[src/pkg/dcp_consts.svh]
`ifndef DCP_CONSTS_SVH
`define DCP_CONSTS_SVH

// Channel count and index width
`define DCP_CH 32
`define DCP_CHW 5

// Register offsets (byte addresses, one aligned word each)
`define DCP_OFF_STATUS 12'h000
`define DCP_OFF_CTL_BASE 12'h008
`define DCP_OFF_BURST_ONLY_SET 12'h018
`define DCP_OFF_BURST_ONLY_CLEAR 12'h01C
`define DCP_OFF_REQ_MASK_SET 12'h020
`define DCP_OFF_REQUEST_MASK_CLEAR 12'h024
`define DCP_OFF_CHANNEL_ENABLE_SET 12'h028
`define DCP_OFF_CHANNEL_ENABLE_CLEAR 12'h02C
`define DCP_OFF_STRUCT_ALT_SET 12'h030
`define DCP_OFF_STRUCTURE_SELECT_CLEAR 12'h034
`define DCP_OFF_CHANNEL_PRIORITY_SET 12'h038
`define DCP_OFF_CHANNEL_PRIORITY_CLEAR 12'h03C

// Reset value and table base write mask
`define DCP_RST_WORD 32'h0000_0000
`define DCP_CTL_BASE_MASK 32'hFFFF_FC00

// Control table layout
`define DCP_ALT_OFFSET 32'h0000_0200
`define DCP_WORD_SRC_END 32'h0000_0000
`define DCP_WORD_DST_END 32'h0000_0004
`define DCP_WORD_CTL 32'h0000_0008

// Control word fields
`define DCP_DINC_HI 31
`define DCP_DINC_LO 30
`define DCP_DSIZE_HI 29
`define DCP_DSIZE_LO 28
`define DCP_SINC_HI 27
`define DCP_SINC_LO 26
`define DCP_SSIZE_HI 25
`define DCP_SSIZE_LO 24
`define DCP_ARB_HI 17
`define DCP_ARB_LO 14
`define DCP_CNT_HI 13
`define DCP_CNT_LO 4
`define DCP_MODE_HI 2
`define DCP_MODE_LO 0

// Field encodings
`define DCP_INC_NONE 2'h3
`define DCP_MODE_STOP 3'h0
`define DCP_MODE_BASIC 3'h1
`define DCP_MODE_PINGPONG 3'h3
`define DCP_ARB_MAX 4'hA
`define DCP_SIZE_WORD 2'h2

`endif

[src/pkg/dcp_pkg.sv]
package dcp_pkg;
`include "dcp_consts.svh"

    typedef enum logic [6:0] {
        DCP_S_IDLE = 7'h01,
        DCP_S_RISSUE = 7'h02,
        DCP_S_RWAIT = 7'h04,
        DCP_S_RCAP = 7'h08,
        DCP_S_WRITE = 7'h10,
        DCP_S_WBACK = 7'h20,
        DCP_S_SPARE = 7'h40
    } dcp_fsm_t;

    typedef enum logic [1:0] {
        DCP_K_SRC = 2'h0,
        DCP_K_DST = 2'h1,
        DCP_K_CTL = 2'h2,
        DCP_K_DATA = 2'h3
    } dcp_kind_t;

    typedef struct packed {
        logic [11:0] addr;
        logic [31:0] wdata;
        logic wr;
        logic rd;
    } dcp_reg_req_t;

    typedef struct packed {
        logic rd;
        logic wr;
        logic [31:0] addr;
        logic [31:0] wdata;
        logic [1:0] size;
    } dcp_mem_req_t;

    typedef struct packed {
        dcp_fsm_t fsm;
        dcp_kind_t kind;
        logic [`DCP_CHW-1:0] ch;
        logic burst;
        logic fin;
        logic [31:0] ctl_base;
        logic [31:0] src_end;
        logic [31:0] dst_end;
        logic [31:0] ctl;
        logic [31:0] data;
        logic [9:0] rem;
        logic [10:0] batch;
        logic [`DCP_CH-1:0] en;
        logic [`DCP_CH-1:0] mask;
        logic [`DCP_CH-1:0] bonly;
        logic [`DCP_CH-1:0] alt;
        logic [`DCP_CH-1:0] prio;
        logic [`DCP_CH-1:0] done;
        dcp_mem_req_t mem;
        logic [31:0] rdata;
    } dcp_state_t;
endpackage

[src/rtl/dcp_engine.sv]
// Our own choices: the register addresses and strobed register access.
`timescale 1ns/1ps
// Overview of operation
// End pointers address the last item, inclusive
// Primary entry at sixteen bytes per channel
// Alternate entry sits 0x200 above primary
// Destination increment 3 fixed, 0 byte step
// Source increment uses the same coding
// Size field 0 means byte items
// Rearbitration count sets items per burst
// Count field is items minus one, all move
// Mode 1 basic, 3 ping-pong, 0 stopped
// Basic end disables channel, writes mode 0
// Enable bit reads one while active
// Basic mode moves data on peripheral request
// Burst moves burst count, single moves one
// Burst-only bit ignores single requests
// Mask clear write lets requests through
// Select clear write chooses primary structure
// Priority set raises, priority clear restores
// Enable set bit n enables channel n
// Ping-pong swaps structure when buffer fills
// Completion pulses peripheral done line
// Peripheral raises single or burst requests
// Ping-pong primary end writes stopped, signals
// Fourth entry word is never read
`include "dcp_consts.svh"
module dcp_engine
    import dcp_pkg::*;
(
    input wire logic mclk,
    input wire logic reset,
    input wire dcp_reg_req_t reg_req,
    output logic [31:0] reg_rdata,
    output dcp_mem_req_t mem_req,
    input wire logic [31:0] mem_rdata,
    input wire logic [`DCP_CH-1:0] req_single,
    input wire logic [`DCP_CH-1:0] req_burst,
    output logic [`DCP_CH-1:0] xfer_done
);

    dcp_state_t s_q;
    dcp_state_t s_d;
    logic [`DCP_CH-1:0] elig;
    logic [`DCP_CHW:0] sel;

    ////////////////////////////////////////////////////////////////////////////
    // Helpers

    // Lowest ready channel, high-priority group first
    function automatic logic [`DCP_CHW:0] pick(input logic [`DCP_CH-1:0] v,
                                               input logic [`DCP_CH-1:0] hi);
        logic [`DCP_CH-1:0] w;
        logic [`DCP_CHW:0] r;
        w = ((v & hi) != '0) ? (v & hi) : v;
        r = '0;
        for (int i = `DCP_CH - 1; i >= 0; i--) begin
            if (w[i]) begin
                r = {1'b1, i[`DCP_CHW-1:0]};
            end
        end
        return r;
    endfunction

    // Address of the item that still has rem items after it
    function automatic logic [31:0] item_addr(input logic [31:0] endp,
                                              input logic [1:0] inc,
                                              input logic [9:0] rem);
        logic [31:0] step;
        step = {22'h00_0000, rem} << inc;
        if (inc == `DCP_INC_NONE) begin
            return endp;
        end
        return endp - step;
    endfunction

    // Control table word of the active structure
    function automatic logic [31:0] entry_addr(input logic [31:0] base,
                                               input logic alt_sel,
                                               input logic [`DCP_CHW-1:0] ch,
                                               input logic [31:0] word);
        logic [31:0] off;
        off = {23'h00_0000, ch, 4'h0};
        if (alt_sel) begin
            off = off + `DCP_ALT_OFFSET;
        end
        return base + off + word;
    endfunction

    // Items left in a burst, minus one; large fields clamp to the count width
    function automatic logic [10:0] burst_len(input logic [3:0] arb);
        logic [3:0] a;
        a = (arb > `DCP_ARB_MAX) ? `DCP_ARB_MAX : arb;
        return (11'h001 << a) - 11'h001;
    endfunction

    ////////////////////////////////////////////////////////////////////////////
    // Request qualification

    always_comb begin
        // Single requests only count while burst-only is clear
        elig = s_q.en & ~s_q.mask & (req_burst | (req_single & ~s_q.bonly));
        sel = pick(elig, s_q.prio);
    end

    ////////////////////////////////////////////////////////////////////////////
    // Next state

    always_comb begin
        s_d = s_q;
        s_d.done = '0;
        s_d.mem.rd = 1'b0;
        s_d.mem.wr = 1'b0;
        s_d.rdata = '0;

        case (s_q.fsm)
            DCP_S_IDLE: begin
                if (sel[`DCP_CHW]) begin
                    s_d.ch = sel[`DCP_CHW-1:0];
                    s_d.burst = req_burst[sel[`DCP_CHW-1:0]];
                    s_d.kind = DCP_K_SRC;
                    s_d.fsm = DCP_S_RISSUE;
                end
            end
            DCP_S_RISSUE: begin
                s_d.mem.rd = 1'b1;
                s_d.mem.size = `DCP_SIZE_WORD;
                // Only three entry words are ever fetched
                case (s_q.kind)
                    DCP_K_SRC: begin
                        s_d.mem.addr = entry_addr(s_q.ctl_base, s_q.alt[s_q.ch], s_q.ch,
                                                  `DCP_WORD_SRC_END);
                    end
                    DCP_K_DST: begin
                        s_d.mem.addr = entry_addr(s_q.ctl_base, s_q.alt[s_q.ch], s_q.ch,
                                                  `DCP_WORD_DST_END);
                    end
                    DCP_K_CTL: begin
                        s_d.mem.addr = entry_addr(s_q.ctl_base, s_q.alt[s_q.ch], s_q.ch,
                                                  `DCP_WORD_CTL);
                    end
                    default: begin
                        s_d.mem.addr = item_addr(s_q.src_end,
                                                 s_q.ctl[`DCP_SINC_HI:`DCP_SINC_LO],
                                                 s_q.rem);
                        s_d.mem.size = s_q.ctl[`DCP_SSIZE_HI:`DCP_SSIZE_LO];
                    end
                endcase
                s_d.fsm = DCP_S_RWAIT;
            end
            DCP_S_RWAIT: begin
                // Memory answers in the cycle after the strobe
                s_d.fsm = DCP_S_RCAP;
            end
            DCP_S_RCAP: begin
                case (s_q.kind)
                    DCP_K_SRC: begin
                        s_d.src_end = mem_rdata;
                        s_d.kind = DCP_K_DST;
                        s_d.fsm = DCP_S_RISSUE;
                    end
                    DCP_K_DST: begin
                        s_d.dst_end = mem_rdata;
                        s_d.kind = DCP_K_CTL;
                        s_d.fsm = DCP_S_RISSUE;
                    end
                    DCP_K_CTL: begin
                        s_d.ctl = mem_rdata;
                        s_d.rem = mem_rdata[`DCP_CNT_HI:`DCP_CNT_LO];
                        s_d.batch = s_q.burst ? burst_len(mem_rdata[`DCP_ARB_HI:`DCP_ARB_LO])
                                              : 11'h000;
                        if (mem_rdata[`DCP_MODE_HI:`DCP_MODE_LO] == `DCP_MODE_BASIC ||
                            mem_rdata[`DCP_MODE_HI:`DCP_MODE_LO] == `DCP_MODE_PINGPONG) begin
                            s_d.kind = DCP_K_DATA;
                            s_d.fsm = DCP_S_RISSUE;
                        end else begin
                            // A stopped or unsupported structure drops the channel
                            s_d.en[s_q.ch] = 1'b0;
                            s_d.fsm = DCP_S_IDLE;
                        end
                    end
                    default: begin
                        s_d.data = mem_rdata;
                        s_d.fsm = DCP_S_WRITE;
                    end
                endcase
            end
            DCP_S_WRITE: begin
                s_d.mem.wr = 1'b1;
                s_d.mem.addr = item_addr(s_q.dst_end, s_q.ctl[`DCP_DINC_HI:`DCP_DINC_LO],
                                         s_q.rem);
                s_d.mem.size = s_q.ctl[`DCP_DSIZE_HI:`DCP_DSIZE_LO];
                s_d.mem.wdata = s_q.data;
                if (s_q.rem == 10'h000) begin
                    s_d.fin = 1'b1;
                    s_d.fsm = DCP_S_WBACK;
                end else begin
                    s_d.rem = s_q.rem - 10'h001;
                    if (s_q.batch == 11'h000) begin
                        s_d.fsm = DCP_S_WBACK;
                    end else begin
                        s_d.batch = s_q.batch - 11'h001;
                        s_d.kind = DCP_K_DATA;
                        s_d.fsm = DCP_S_RISSUE;
                    end
                end
            end
            DCP_S_WBACK: begin
                s_d.mem.wr = 1'b1;
                s_d.mem.size = `DCP_SIZE_WORD;
                s_d.mem.addr = entry_addr(s_q.ctl_base, s_q.alt[s_q.ch], s_q.ch,
                                          `DCP_WORD_CTL);
                s_d.mem.wdata = s_q.ctl;
                s_d.fsm = DCP_S_IDLE;
                if (s_q.fin) begin
                    s_d.fin = 1'b0;
                    s_d.mem.wdata[`DCP_CNT_HI:`DCP_CNT_LO] = 10'h000;
                    s_d.mem.wdata[`DCP_MODE_HI:`DCP_MODE_LO] = `DCP_MODE_STOP;
                    s_d.done[s_q.ch] = 1'b1;
                    if (s_q.ctl[`DCP_MODE_HI:`DCP_MODE_LO] == `DCP_MODE_PINGPONG) begin
                        // Channel stays enabled and carries on in the other buffer
                        s_d.alt[s_q.ch] = ~s_q.alt[s_q.ch];
                    end else begin
                        s_d.en[s_q.ch] = 1'b0;
                    end
                end else begin
                    // Partial progress goes back so the next burst resumes there
                    s_d.mem.wdata[`DCP_CNT_HI:`DCP_CNT_LO] = s_q.rem;
                end
            end
            default: begin
                s_d.fsm = DCP_S_IDLE;
            end
        endcase

        ////////////////////////////////////////////////////////////////////////
        // Register writes come last so a software set beats a hardware clear

        if (reg_req.wr) begin
            case (reg_req.addr)
                `DCP_OFF_CTL_BASE: begin
                    s_d.ctl_base = reg_req.wdata & `DCP_CTL_BASE_MASK;
                end
                `DCP_OFF_BURST_ONLY_SET: begin
                    s_d.bonly = s_d.bonly | reg_req.wdata;
                end
                `DCP_OFF_BURST_ONLY_CLEAR: begin
                    s_d.bonly = s_d.bonly & ~reg_req.wdata;
                end
                `DCP_OFF_REQ_MASK_SET: begin
                    s_d.mask = s_d.mask | reg_req.wdata;
                end
                `DCP_OFF_REQUEST_MASK_CLEAR: begin
                    s_d.mask = s_d.mask & ~reg_req.wdata;
                end
                `DCP_OFF_CHANNEL_ENABLE_SET: begin
                    s_d.en = s_d.en | reg_req.wdata;
                end
                `DCP_OFF_CHANNEL_ENABLE_CLEAR: begin
                    s_d.en = s_d.en & ~reg_req.wdata;
                end
                `DCP_OFF_STRUCT_ALT_SET: begin
                    s_d.alt = s_d.alt | reg_req.wdata;
                end
                `DCP_OFF_STRUCTURE_SELECT_CLEAR: begin
                    s_d.alt = s_d.alt & ~reg_req.wdata;
                end
                `DCP_OFF_CHANNEL_PRIORITY_SET: begin
                    s_d.prio = s_d.prio | reg_req.wdata;
                end
                `DCP_OFF_CHANNEL_PRIORITY_CLEAR: begin
                    s_d.prio = s_d.prio & ~reg_req.wdata;
                end
                default: begin
                end
            endcase
        end

        if (reg_req.rd) begin
            case (reg_req.addr)
                `DCP_OFF_STATUS: begin
                    s_d.rdata = {19'h0_0000, s_q.ch, 7'h00, (s_q.fsm != DCP_S_IDLE)};
                end
                `DCP_OFF_CTL_BASE: s_d.rdata = s_q.ctl_base;
                `DCP_OFF_BURST_ONLY_SET: s_d.rdata = s_q.bonly;
                `DCP_OFF_REQ_MASK_SET: s_d.rdata = s_q.mask;
                `DCP_OFF_CHANNEL_ENABLE_SET: s_d.rdata = s_q.en;
                `DCP_OFF_STRUCT_ALT_SET: s_d.rdata = s_q.alt;
                `DCP_OFF_CHANNEL_PRIORITY_SET: s_d.rdata = s_q.prio;
                default: s_d.rdata = '0;
            endcase
        end
    end

    ////////////////////////////////////////////////////////////////////////////
    // State register

    always_ff @(posedge mclk or posedge reset) begin
        if (reset) begin
            s_q <= '0;
            s_q.fsm <= DCP_S_IDLE;
            s_q.kind <= DCP_K_SRC;
            s_q.ctl_base <= `DCP_RST_WORD;
        end else begin
            s_q <= s_d;
        end
    end

    assign reg_rdata = s_q.rdata;
    assign mem_req = s_q.mem;
    assign xfer_done = s_q.done;

endmodule

[config.mk]
export PLATFORM = sky130hd
export DESIGN_NAME = dcp_engine
export DESIGN_NICKNAME = d
export VERILOG_FILES = /design/src/pkg/dcp_pkg.sv /design/src/rtl/dcp_engine.sv
export VERILOG_INCLUDE_DIRS = /design/src /design/src/pkg
export SDC_FILE = /design/constraint.sdc
export NUM_CORES = 1
export LEC_CHECK = 0
export ABC_AREA = 0
export ABC_CLOCK_PERIOD_IN_PS = 17900
export BUFFER_PORTS_ARGS = -buffer_cell sky130_fd_sc_hd__buf_4
export CAP_MARGIN = 20
export CORE_MARGIN = 1.5
export CORE_UTILIZATION = 45
export DETAILED_ROUTE_END_ITERATION = 8
export SETUP_SLACK_MARGIN = 0.15
export SYNTH_ARGS = -nofsm -noshare
export SYNTH_HDL_FRONTEND = slang
export SYNTH_SLANG_ARGS = --single-unit
export TNS_END_PERCENT = 20
[constraint.sdc]
create_clock -name mclk -period 17.9 [get_ports mclk]
set_input_delay 3.58 -clock mclk [delete_from_list [all_inputs] [get_ports mclk]]
set_output_delay 3.58 -clock mclk [all_outputs]
set_load 0.005 [all_outputs]
Yosys cells after proc, flatten, opt, wreduce, memory -nomap -nowiden
Cells that the tools add are included.
{"block": "op_classes", "add_sub_neg": 13, "magnitude_cmp": 4, "eq_ne": 32, "n_shift": 3, "muxes": 102, "bitwise": 22, "reduce_logical": 30}
{"op": "32-bit two-way mux", "count": 21}
{"op": "32-bit one-hot mux with 2 select lines", "count": 7}
{"op": "32-bit AND", "count": 10}
{"op": "32-bit one-hot mux with 7 select lines", "count": 1}
{"op": "6-bit two-way mux", "count": 34}
{"op": "32-bit OR", "count": 6}
{"op": "32-bit one-hot mux with 3 select lines", "count": 2}
{"op": "160-bit two-way mux", "count": 1}
{"op": "32-bit adder", "count": 4}
{"op": "32-bit inverter", "count": 4}
{"op": "12-bit by 6-bit equality test with 1-bit output, second input constant", "count": 8}
{"op": "32-bit by 4-bit adder with 32-bit output, second input constant", "count": 2}
{"op": "10-bit by 2-bit << shifter with 32-bit output", "count": 2}
{"op": "32-bit subtractor", "count": 2}
{"op": "53-bit two-way mux", "count": 1}
{"op": "21-bit one-hot mux with 2 select lines", "count": 1}
{"op": "7-bit one-hot mux with 5 select lines", "count": 1}
{"op": "11-bit two-way mux", "count": 3}
{"op": "32-bit by 3-bit adder with 32-bit output, second input constant", "count": 1}
{"op": "32-bit bitwise mux", "count": 1}
{"op": "32-bit nonzero test", "count": 1}
{"op": "12-bit by 5-bit equality test with 1-bit output, second input constant", "count": 2}
{"op": "11-bit by 1-bit subtractor with 11-bit output, second input constant", "count": 2}
{"op": "21-bit two-way mux", "count": 1}
{"op": "48 further kinds", "count": 88}
{"block": "totals", "regBits": 479, "out_inout_bits": 132}

Longest topological paths before layout
Gate-level depths: netlist (run 1).
{"block": "logic_depth", "depth_word": 43, "depth_mapped": 19}

Least setup slack after synthesis (run 1)
OpenSTA, ideal clock, no wires.
{"block": "synth_timing", "kind": "input port to flip-flop", "start": "input port req_single[0]", "end": "register s_q[474] (netlist name)", "setup_time_ns": 0.137, "t_arrival_ns": 6.453, "path_slack_ns": 11.310, "path_stages": 14, "path_buffers": 1, "path_cell_list": "nor2b_1 o2111ai_1 o2111ai_1 nor4_4 buf_6 a21oi_2 o221a_1 a311oi_2 o211ai_2 a211oi_4 mux2i_1 o221ai_1 o311ai_0 nand4_1"}
{"block": "synth_between", "elab_chain_cells": 40, "word_cells_on_any_way": 41}
{"item": "start, declared", "line_no": "dcp_engine.sv:37", "source": "input wire logic [`DCP_CH-1:0] req_single,"}
{"item": "32-bit AND *", "line_no": "dcp_engine.sv:102", "source": "elig = s_q.en & ~s_q.mask & (req_burst | (req_single & ~s_q.bonly));"}
{"item": "32-bit OR *", "line_no": "dcp_engine.sv:102"}
{"item": "32-bit AND *", "line_no": "dcp_engine.sv:102"}
{"item": "32-bit AND", "line_no": "dcp_engine.sv:55", "source": "w = ((v & hi) != '0) ? (v & hi) : v;"}
{"item": "32-bit nonzero test", "line_no": "dcp_engine.sv:55"}
{"item": "32-bit two-way mux *", "line_no": "dcp_engine.sv:55"}
{"item": "6-bit two-way mux (31 in series)", "line_no": "dcp_engine.sv:58", "source": "if (w[i]) begin"}
{"item": "6-bit two-way mux *", "line_no": "dcp_engine.sv:58"}
{"item": "1-bit binary-select mux with 5-bit select", "line_no": "dcp_engine.sv:120", "source": "s_d.burst = req_burst[sel[`DCP_CHW-1:0]];"}
{"item": "1-bit two-way mux", "line_no": "dcp_engine.sv:120"}
{"item": "end, declared", "line_no": "dcp_engine.sv:42", "source": "dcp_state_t s_q;"}
Mark *: on every way between the ends. The rest lies on a longest branch, timed or not. The select of a mux whose other input is x is not followed.
A chain may end at the register's enable or synchronous reset.

Worst setup path after layout (run 1)
{"block": "layout_timing", "start": "input port req_single[7]", "end": "register s_q[474] (netlist name)"}
The elaborated chain is that of the path after synthesis.

==> results of run 1 <==
layer usage:
metal	up-vias	GRT usage
li1	10320	-
met1	11740	0.4459
met2	1223	0.5292
met3	252	0.05140
met4	2	0.1467
met5	-	0
through the flow:
step                setup WS [ps]  power [mW]  utilization  instance area [um^2]
detailed placement           9159       1.635       0.4844                 28060
floorplan                    1269       1.453            -                 26420
global route                 9783       2.863       0.5155                 29860
global placement             9099       1.626       0.4844                 28060
finish                      10020       2.762       0.5156                 29860
CTS                          9808       2.774       0.5154                 29850
power groups by stage:
stage / combinational [mW] / sequential, mW / clock [mW]
2_1_floorplan: 0.299 / 1.15 / 0
3_3_place_gp: 0.432 / 1.19 / 0
3_5_place_dp: 0.438 / 1.20 / 0
4_1_cts: 0.440 / 1.18 / 1.16
5_1_grt: 0.481 / 1.18 / 1.20
6_report: 0.443 / 1.18 / 1.14
placed cells by master, fill, tap and decap left out, drive strengths merged, types with 18 or more instances in the layout:
cell / count
dfrtp: 467
a21oi: 320
buf: 316
nand2: 256
nor2: 215
mux2: 146
o21ai: 146
inv: 102
o22ai: 89
clkbuf: 74
nor3: 62
a22oi: 51
nor2b: 49
and2: 43
a222oi: 41
a31oi: 40
o221ai: 38
ha: 33
o2111ai: 30
mux2i: 25
xnor2: 25
nand2b: 22
xor2: 21
nor4: 21
or2: 18
registers in the layout, indices dropped and copies added (netlist names):
name       cells
xfer_done     32
mem_req       68
reg_rdata     32
s_q          336
final cells by class:
type                            instances  area, um^2  share of cell area
Antenna cell                            1       2.502          0.00008380
Clock buffer                           74        1535             0.05141
Clock inverter                         19       259.0            0.008674
Inverter                              101       386.6             0.01295
Multi-Input combinational cell       1945       12630              0.4231
Sequential cell                       468       11710              0.3922
Tap cell                              765       957.2             0.03206
Timing Repair Buffer                  316        2372             0.07945
cells by family after synthesis:
logic type / after synthesis / synth area share
AOI/OAI and AO/OA: 914 / 0.2254
xor gates and xnor gates: 46 / 0.01525
adders and majority gates: 35 / 0.01714
buffers and inverters: 432 / 0.08159
DFF: 468 / 0.4433
muxes: 179 / 0.07851
and+or+nand+nor: 771 / 0.1389
how the worst max path moves through the flow:
stage                        startpoint                      to  slack, ps  cells after the start
final                     req_single[7]    s_q[474]$_DFFE_PP0P_      10020                     15
after global routing      req_single[7]    s_q[474]$_DFFE_PP0P_       9780                     15
after CTS                 req_single[7]    s_q[474]$_DFFE_PP0P_       9810                     15
after detailed placement  req_single[7]    s_q[474]$_DFFE_PP0P_       9160                     15
after global placement    req_single[7]    s_q[474]$_DFFE_PP0P_       9100                     15
after floorplan                   reset  mem_req[0]$_DFFE_PP0P_       1270                      1
worst min-delay path: cells and delay by family, from the launching register on:
family | cells | cell delay, ps
AND/OR/NAND/NOR | 2 | 100
flip-flops | 1 | 340
==> impl_metrics.json, run 1 <==
{
  "wl_met3_mm": 8.216,
  "netSwitchingPower_mw": 0.8217,
  "grt_pass1_vias": 22810,
  "cts_setup_buffers": 0,
  "ctsResizeCount": 0,
  "p_int_mw": 1.940,
  "synth.distinct_cells": 91,
  "ant_nets": 0,
  "cp_common_cell": "buf_4",
  "cts_buffers": 52,
  "r2r-end": "s_q[474]$_DFFE_PP0P_",
  "cpPeakStageDelay_ps": 630,
  "critPathBufInv": 2,
  "worst_pin_slew_ps": 1150,
  "status": "finished clean",
  "syn_inst": 2845,
  "route.met2.wl_mm": 46.24,
  "cts_max_level": 2,
  "grt_setup_unrepaired": "no",
  "slowest_stage": "nor4_4",
  "nNetsFinal": 3063,
  "insertion_delay_ps": 630,
  "io_buffer_count": 275,
  "clock_tree.root_cell": "clkbuf_16",
  "finalHoldViolations": 0,
  "io_pins": 276,
  "numClockSinks": 468,
  "ys.flop_type": "dfrtp_1",
  "final_cells": 3689,
  "grt_max_degree": 135,
  "crit_type": "in -> reg",
  "synthToLayoutAreaGrowth_pct": 13.01,
  "die_h_um": 245.3,
  "path_cells": "buf_4 -> nor2b_1 -> o21ai_1 -> o2111ai_1 -> nor4_4 -> buf_4 -> and2_1 -> o21ai_0 -> a311oi_1 -> o31ai_1 -> nand3_1 -> mux2i_1 -> nor2_1 -> o311ai_0 -> nand4_1",
  "finalWeightedCongestion": 1.031,
  "gr-total-overflow": 0,
  "syn_area_per_cell_um2": 9.287,
  "max_slew_margin": 0.2333,
  "die_x_um": 245.3,
  "netlist_top_cells_count": "dfrtp_1 (467), a21oi_1 (319), nand2_1 (256)",
  "placed_cells": 3594,
  "p_comb_frac": 0.161,
  "highest_layer": "met5",
  "routed_via_density": 6.381,
  "reg2reg_from": "s_q[203]$_DFFE_PP0P_",
  "critPathTopFamily": "compound AO/OA/AOI/OAI gates",
  "place.detailed.hpwl_mm": 73.37,
  "synth_top_area_frac": 0.4423,
  "grt_first_pass_wirelength_mm": 149.6,
  "min_path_cells": 2,
  "maxCapViolations": 0,
  "p_leak_nw": 13.17,
  "synth_most_common_cell": "dfrtp_1",
  "routed_wirelength_mm": 100.7,
  "arrival_ps": 8360,
  "crit_required_ps": 18380,
  "seq_area_frac_synth": 0.4433,
  "fmax_mhz": 126.8,
  "start_kind": "input port",
  "ys_ff_latch": 468,
  "initial_core_util": 0.4562,
  "min_from": "s_q[365]$_DFFE_PP0P_",
  "wire_per_inst_um": 27.31,
  "whs_ps": 477.6,
  "finalSetupTns_ps": 0,
  "worst-r2r-setup-slack_ps": 12730,
  "ir_drop_mv": 0.07679,
  "crit_path_max_fanout": 17,
  "clk_path_buf_depth": 3,
  "ys_async_sr_fraction": 1.000,
  "synth.net_count": 3024,
  "synth_area_leader_cell": "dfrtp_1",
  "synth-edff-count": 0,
  "hp-class": "reg -> reg",
  "endpoint_kind": "register",
  "drc": 0,
  "drv_slew": 0,
  "finClkSkew_ps": 34.95,
  "switching_share": 0.2975,
  "min_to": "s_q[365]$_DFFE_PP0P_",
  "dr_total_vias": 23540,
  "grt_usage": 0.3316,
  "fill_cells": 5418,
  "first_pass_iters": 7,
  "drt-initial-drc-count": 2499,
  "reg2regPathDepth": 14,
  "wl_met1_mm": 41.48,
  "postCtsHoldBufs": 0,
  "period_share": 0.4405,
  "synth_area_leaders": "dfrtp_1 (44%), mux2_2 (6.2%), a21oi_1 (6.0%)",
  "p_clk_frac": 0.413,
  "finalCriticalPeriod_ps": 7884,
  "powerDensity_mw_per_mm2": 92.49,
  "netlist_area_mm2": 0.02642,
  "coreArea_mm2": 0.05792,
  "clk_pin_slew_ps": 70,
  "power_frac_seq": 0.427,
  "ys_warn_count": 0,
  "setup_viol": 0,
  "num_rows": 88,
  "drive_gt1_frac": 0.2087,
  "antenna_found_initial": 2,
  "cts_tree": "built",
  "die-area_mm2": 0.06018
}
No activity file was read; power rests on OpenSTA's default activity.
==> run 2, diff against run 1 <==
- ABC_CLOCK_PERIOD_IN_PS: 17900 -> 7800
- clock period: 17.9 -> 7.8 ns (I/O delays scaled with it)
==> run 2 against run 1 <==
Critical path depth is the same. Clock skew hardly changed. Sequential power rose by 130%. Global-route usage down 0.44 points. Flip-flop and latch count did not move. Largest power group unchanged. Sequential share of layout area down 0.052 points. Non-clock buffer count is 5 higher. Power rose by 130%. Highest routed layer unchanged. Wire length shrank 0.59%. Die area stayed put. Utilization up 0.069 points. Cell area up 0.13%.
==> impl_metrics.json, run 2 (synthesis results as in run 1) <==
{
  "status": "finished clean",
  "setup_viol": 0,
  "ir_drop_mv": 0.1922,
  "utilization": 0.5163,
  "p_int_mw": 4.436,
  "largest_register_ffs": 336,
  "final_cell_area_mm2": 0.02990,
  "place.detailed.hpwl_mm": 73.81,
  "routed_wirelength_mm": 100.1,
  "wire_per_inst_um": 27.08,
  "clk_path_buf_depth": 3,
  "netSwitchingPower_mw": 1.881,
  "grt_first_pass_wirelength_mm": 147.3,
  "antenna_cells": 0,
  "initial_core_util": 0.4562,
  "finalHoldViolations": 0,
  "die-area_mm2": 0.06018,
  "layout_commonest_cell": "dfrtp_1",
  "maxCapViolations": 0,
  "powerDensity_mw_per_mm2": 211.3,
  "numClockSinks": 468,
  "ctsResizeCount": 0,
  "layout_common_cells": "dfrtp_1 (467), a21oi_1 (319), buf_4 (318)",
  "switching_share": 0.2977,
  "p_comb_frac": 0.161,
  "finClkSkew_ps": 34.97,
  "hp-class": "reg -> reg",
  "antenna_found_initial": 3,
  "power_frac_seq": 0.428,
  "nNetsFinal": 3069,
  "fmax_mhz": 171.1,
  "grt_usage": 0.3272,
  "p_leak_nw": 13.17,
  "gr-total-overflow": 0,
  "cts_setup_buffers": 0,
  "finalWeightedCongestion": 0.9817,
  "io_pins": 276,
  "cts_buffers": 53,
  "fill_cells": 5388,
  "arrival_ps": 6360,
  "drc": 0,
  "worst_pin_slew_ps": 1176,
  "io_buffer_count": 275,
  "grt_pass1_vias": 22640,
  "finalSetupTns_ps": 0,
  "routed_via_density": 6.305,
  "die_x_um": 245.3,
  "cts_max_level": 2,
  "crit_path_max_fanout": 19,
  "finalCriticalPeriod_ps": 5844,
  "synthToLayoutAreaGrowth_pct": 13.16,
  "postCtsHoldBufs": 0,
  "max_slew_margin": 0.2139,
  "crit_type": "in -> reg",
  "drive_gt1_frac": 0.2076,
  "clk_pin_slew_ps": 70,
  "ant_nets": 0,
  "place_ws_ps": 1409,
  "dpl_cell_area_mm2": 0.02811,
  "num_rows": 88,
  "endpoint_kind": "register",
  "regMostFlops": "s_q",
  "start_kind": "input port",
  "clock_tree.root_cell": "clkbuf_16",
  "first_pass_iters": 8,
  "die_h_um": 245.3,
  "drv_slew": 0,
  "period_share": 0.7493,
  "coreArea_mm2": 0.05792,
  "cts_tree": "built",
  "worst_slack_ps": 1956,
  "insertion_delay_ps": 650,
  "p_clk_frac": 0.411,
  "grt_max_degree": 173,
  "dr_total_vias": 23320,
  "grt_setup_unrepaired": "no",
  "crit_required_ps": 8310,
  "drt-initial-drc-count": 2349
}
-- run 2: cell count changes in the layout (fill, tap and decap cells not counted), sizes merged --
| cell | previous run | this run |
|---|---|---|
| buf | 316 | 321 |
| bufinv | 5 | 4 |
| clkbuf | 74 | 81 |
| clkinv | 11 | 9 |
| clkinvlp | 2 | 4 |
| diode | 1 | 0 |
| inv | 102 | 101 |
-- run 2: cell type report --
cell class / count / area [um^2] / area share
Tap cell: 765 / 957.2 / 0.03201
Inverter: 101 / 382.9 / 0.01280
Clock buffer: 81 / 1563 / 0.05227
Sequential cell: 468 / 11710 / 0.3917
Clock inverter: 17 / 222.7 / 0.007449
Timing Repair Buffer: 321 / 2432 / 0.08135
Multi-Input combinational cell: 1945 / 12630 / 0.4224
-- run 2: path summary, 6_finish.rpt --
check	from	endpoint	slack [ps]	cells past startpoint
max in group asynchronous	reset	reg_rdata[17]$_DFF_PP0_	5160	4
min in group asynchronous	reset	mem_req[40]$_DFFE_PP0P_	880	2
setup / recovery	req_single[3]	s_q[474]$_DFFE_PP0P_	1960	15
hold reg to reg	s_q[317]$_DFFE_PP0P_	mem_req[6]$_DFFE_PP0N_	480	2
setup reg to reg	s_q[199]$_DFFE_PP0P_	s_q[474]$_DFFE_PP0P_	2660	14
hold / removal	s_q[317]$_DFFE_PP0P_	mem_req[6]$_DFFE_PP0N_	480	2
-- run 2: power groups by stage --
stage,sequential [mW],clock [mW],combinational [mW]
final,2.70,2.60,1.02
after global placement,2.74,0,1.00
after floorplan,2.65,0,0.687
after global routing,2.71,2.72,1.10
after detailed placement,2.74,0,1.01
after CTS,2.70,2.62,1.01
-- run 2: per-layer routing --
layer,global-route usage,share of wire
met1,0.4377,0.41
met2,0.5281,0.46
met3,0.05893,0.085
met4,0.1247,0.040
met5,0,0.00013
-- run 2: worst max-delay path, cell delays in order --
cell,delay [ps]
buf_4,110
nor2b_1,140
o2111ai_1,500
o2111ai_1,340
nor4_4,690
buf_4,390
a21oi_1,150
o2bb2ai_1,440
a211oi_1,150
o31ai_1,350
nand3_1,560
o21ai_0,350
a21oi_1,100
o311ai_0,380
nand4_1,150
-- run 2: stage by stage --
step / cells / hold slack, ps / power, mW
floorplan: 2845 / 446.4 / 3.335
global placement: 3599 / 457.2 / 3.739
detailed placement: 3600 / 467.3 / 3.753
CTS: 3698 / 481.4 / 6.334
global route: 3698 / 505.3 / 6.539
finish: 3698 / 478.0 / 6.317
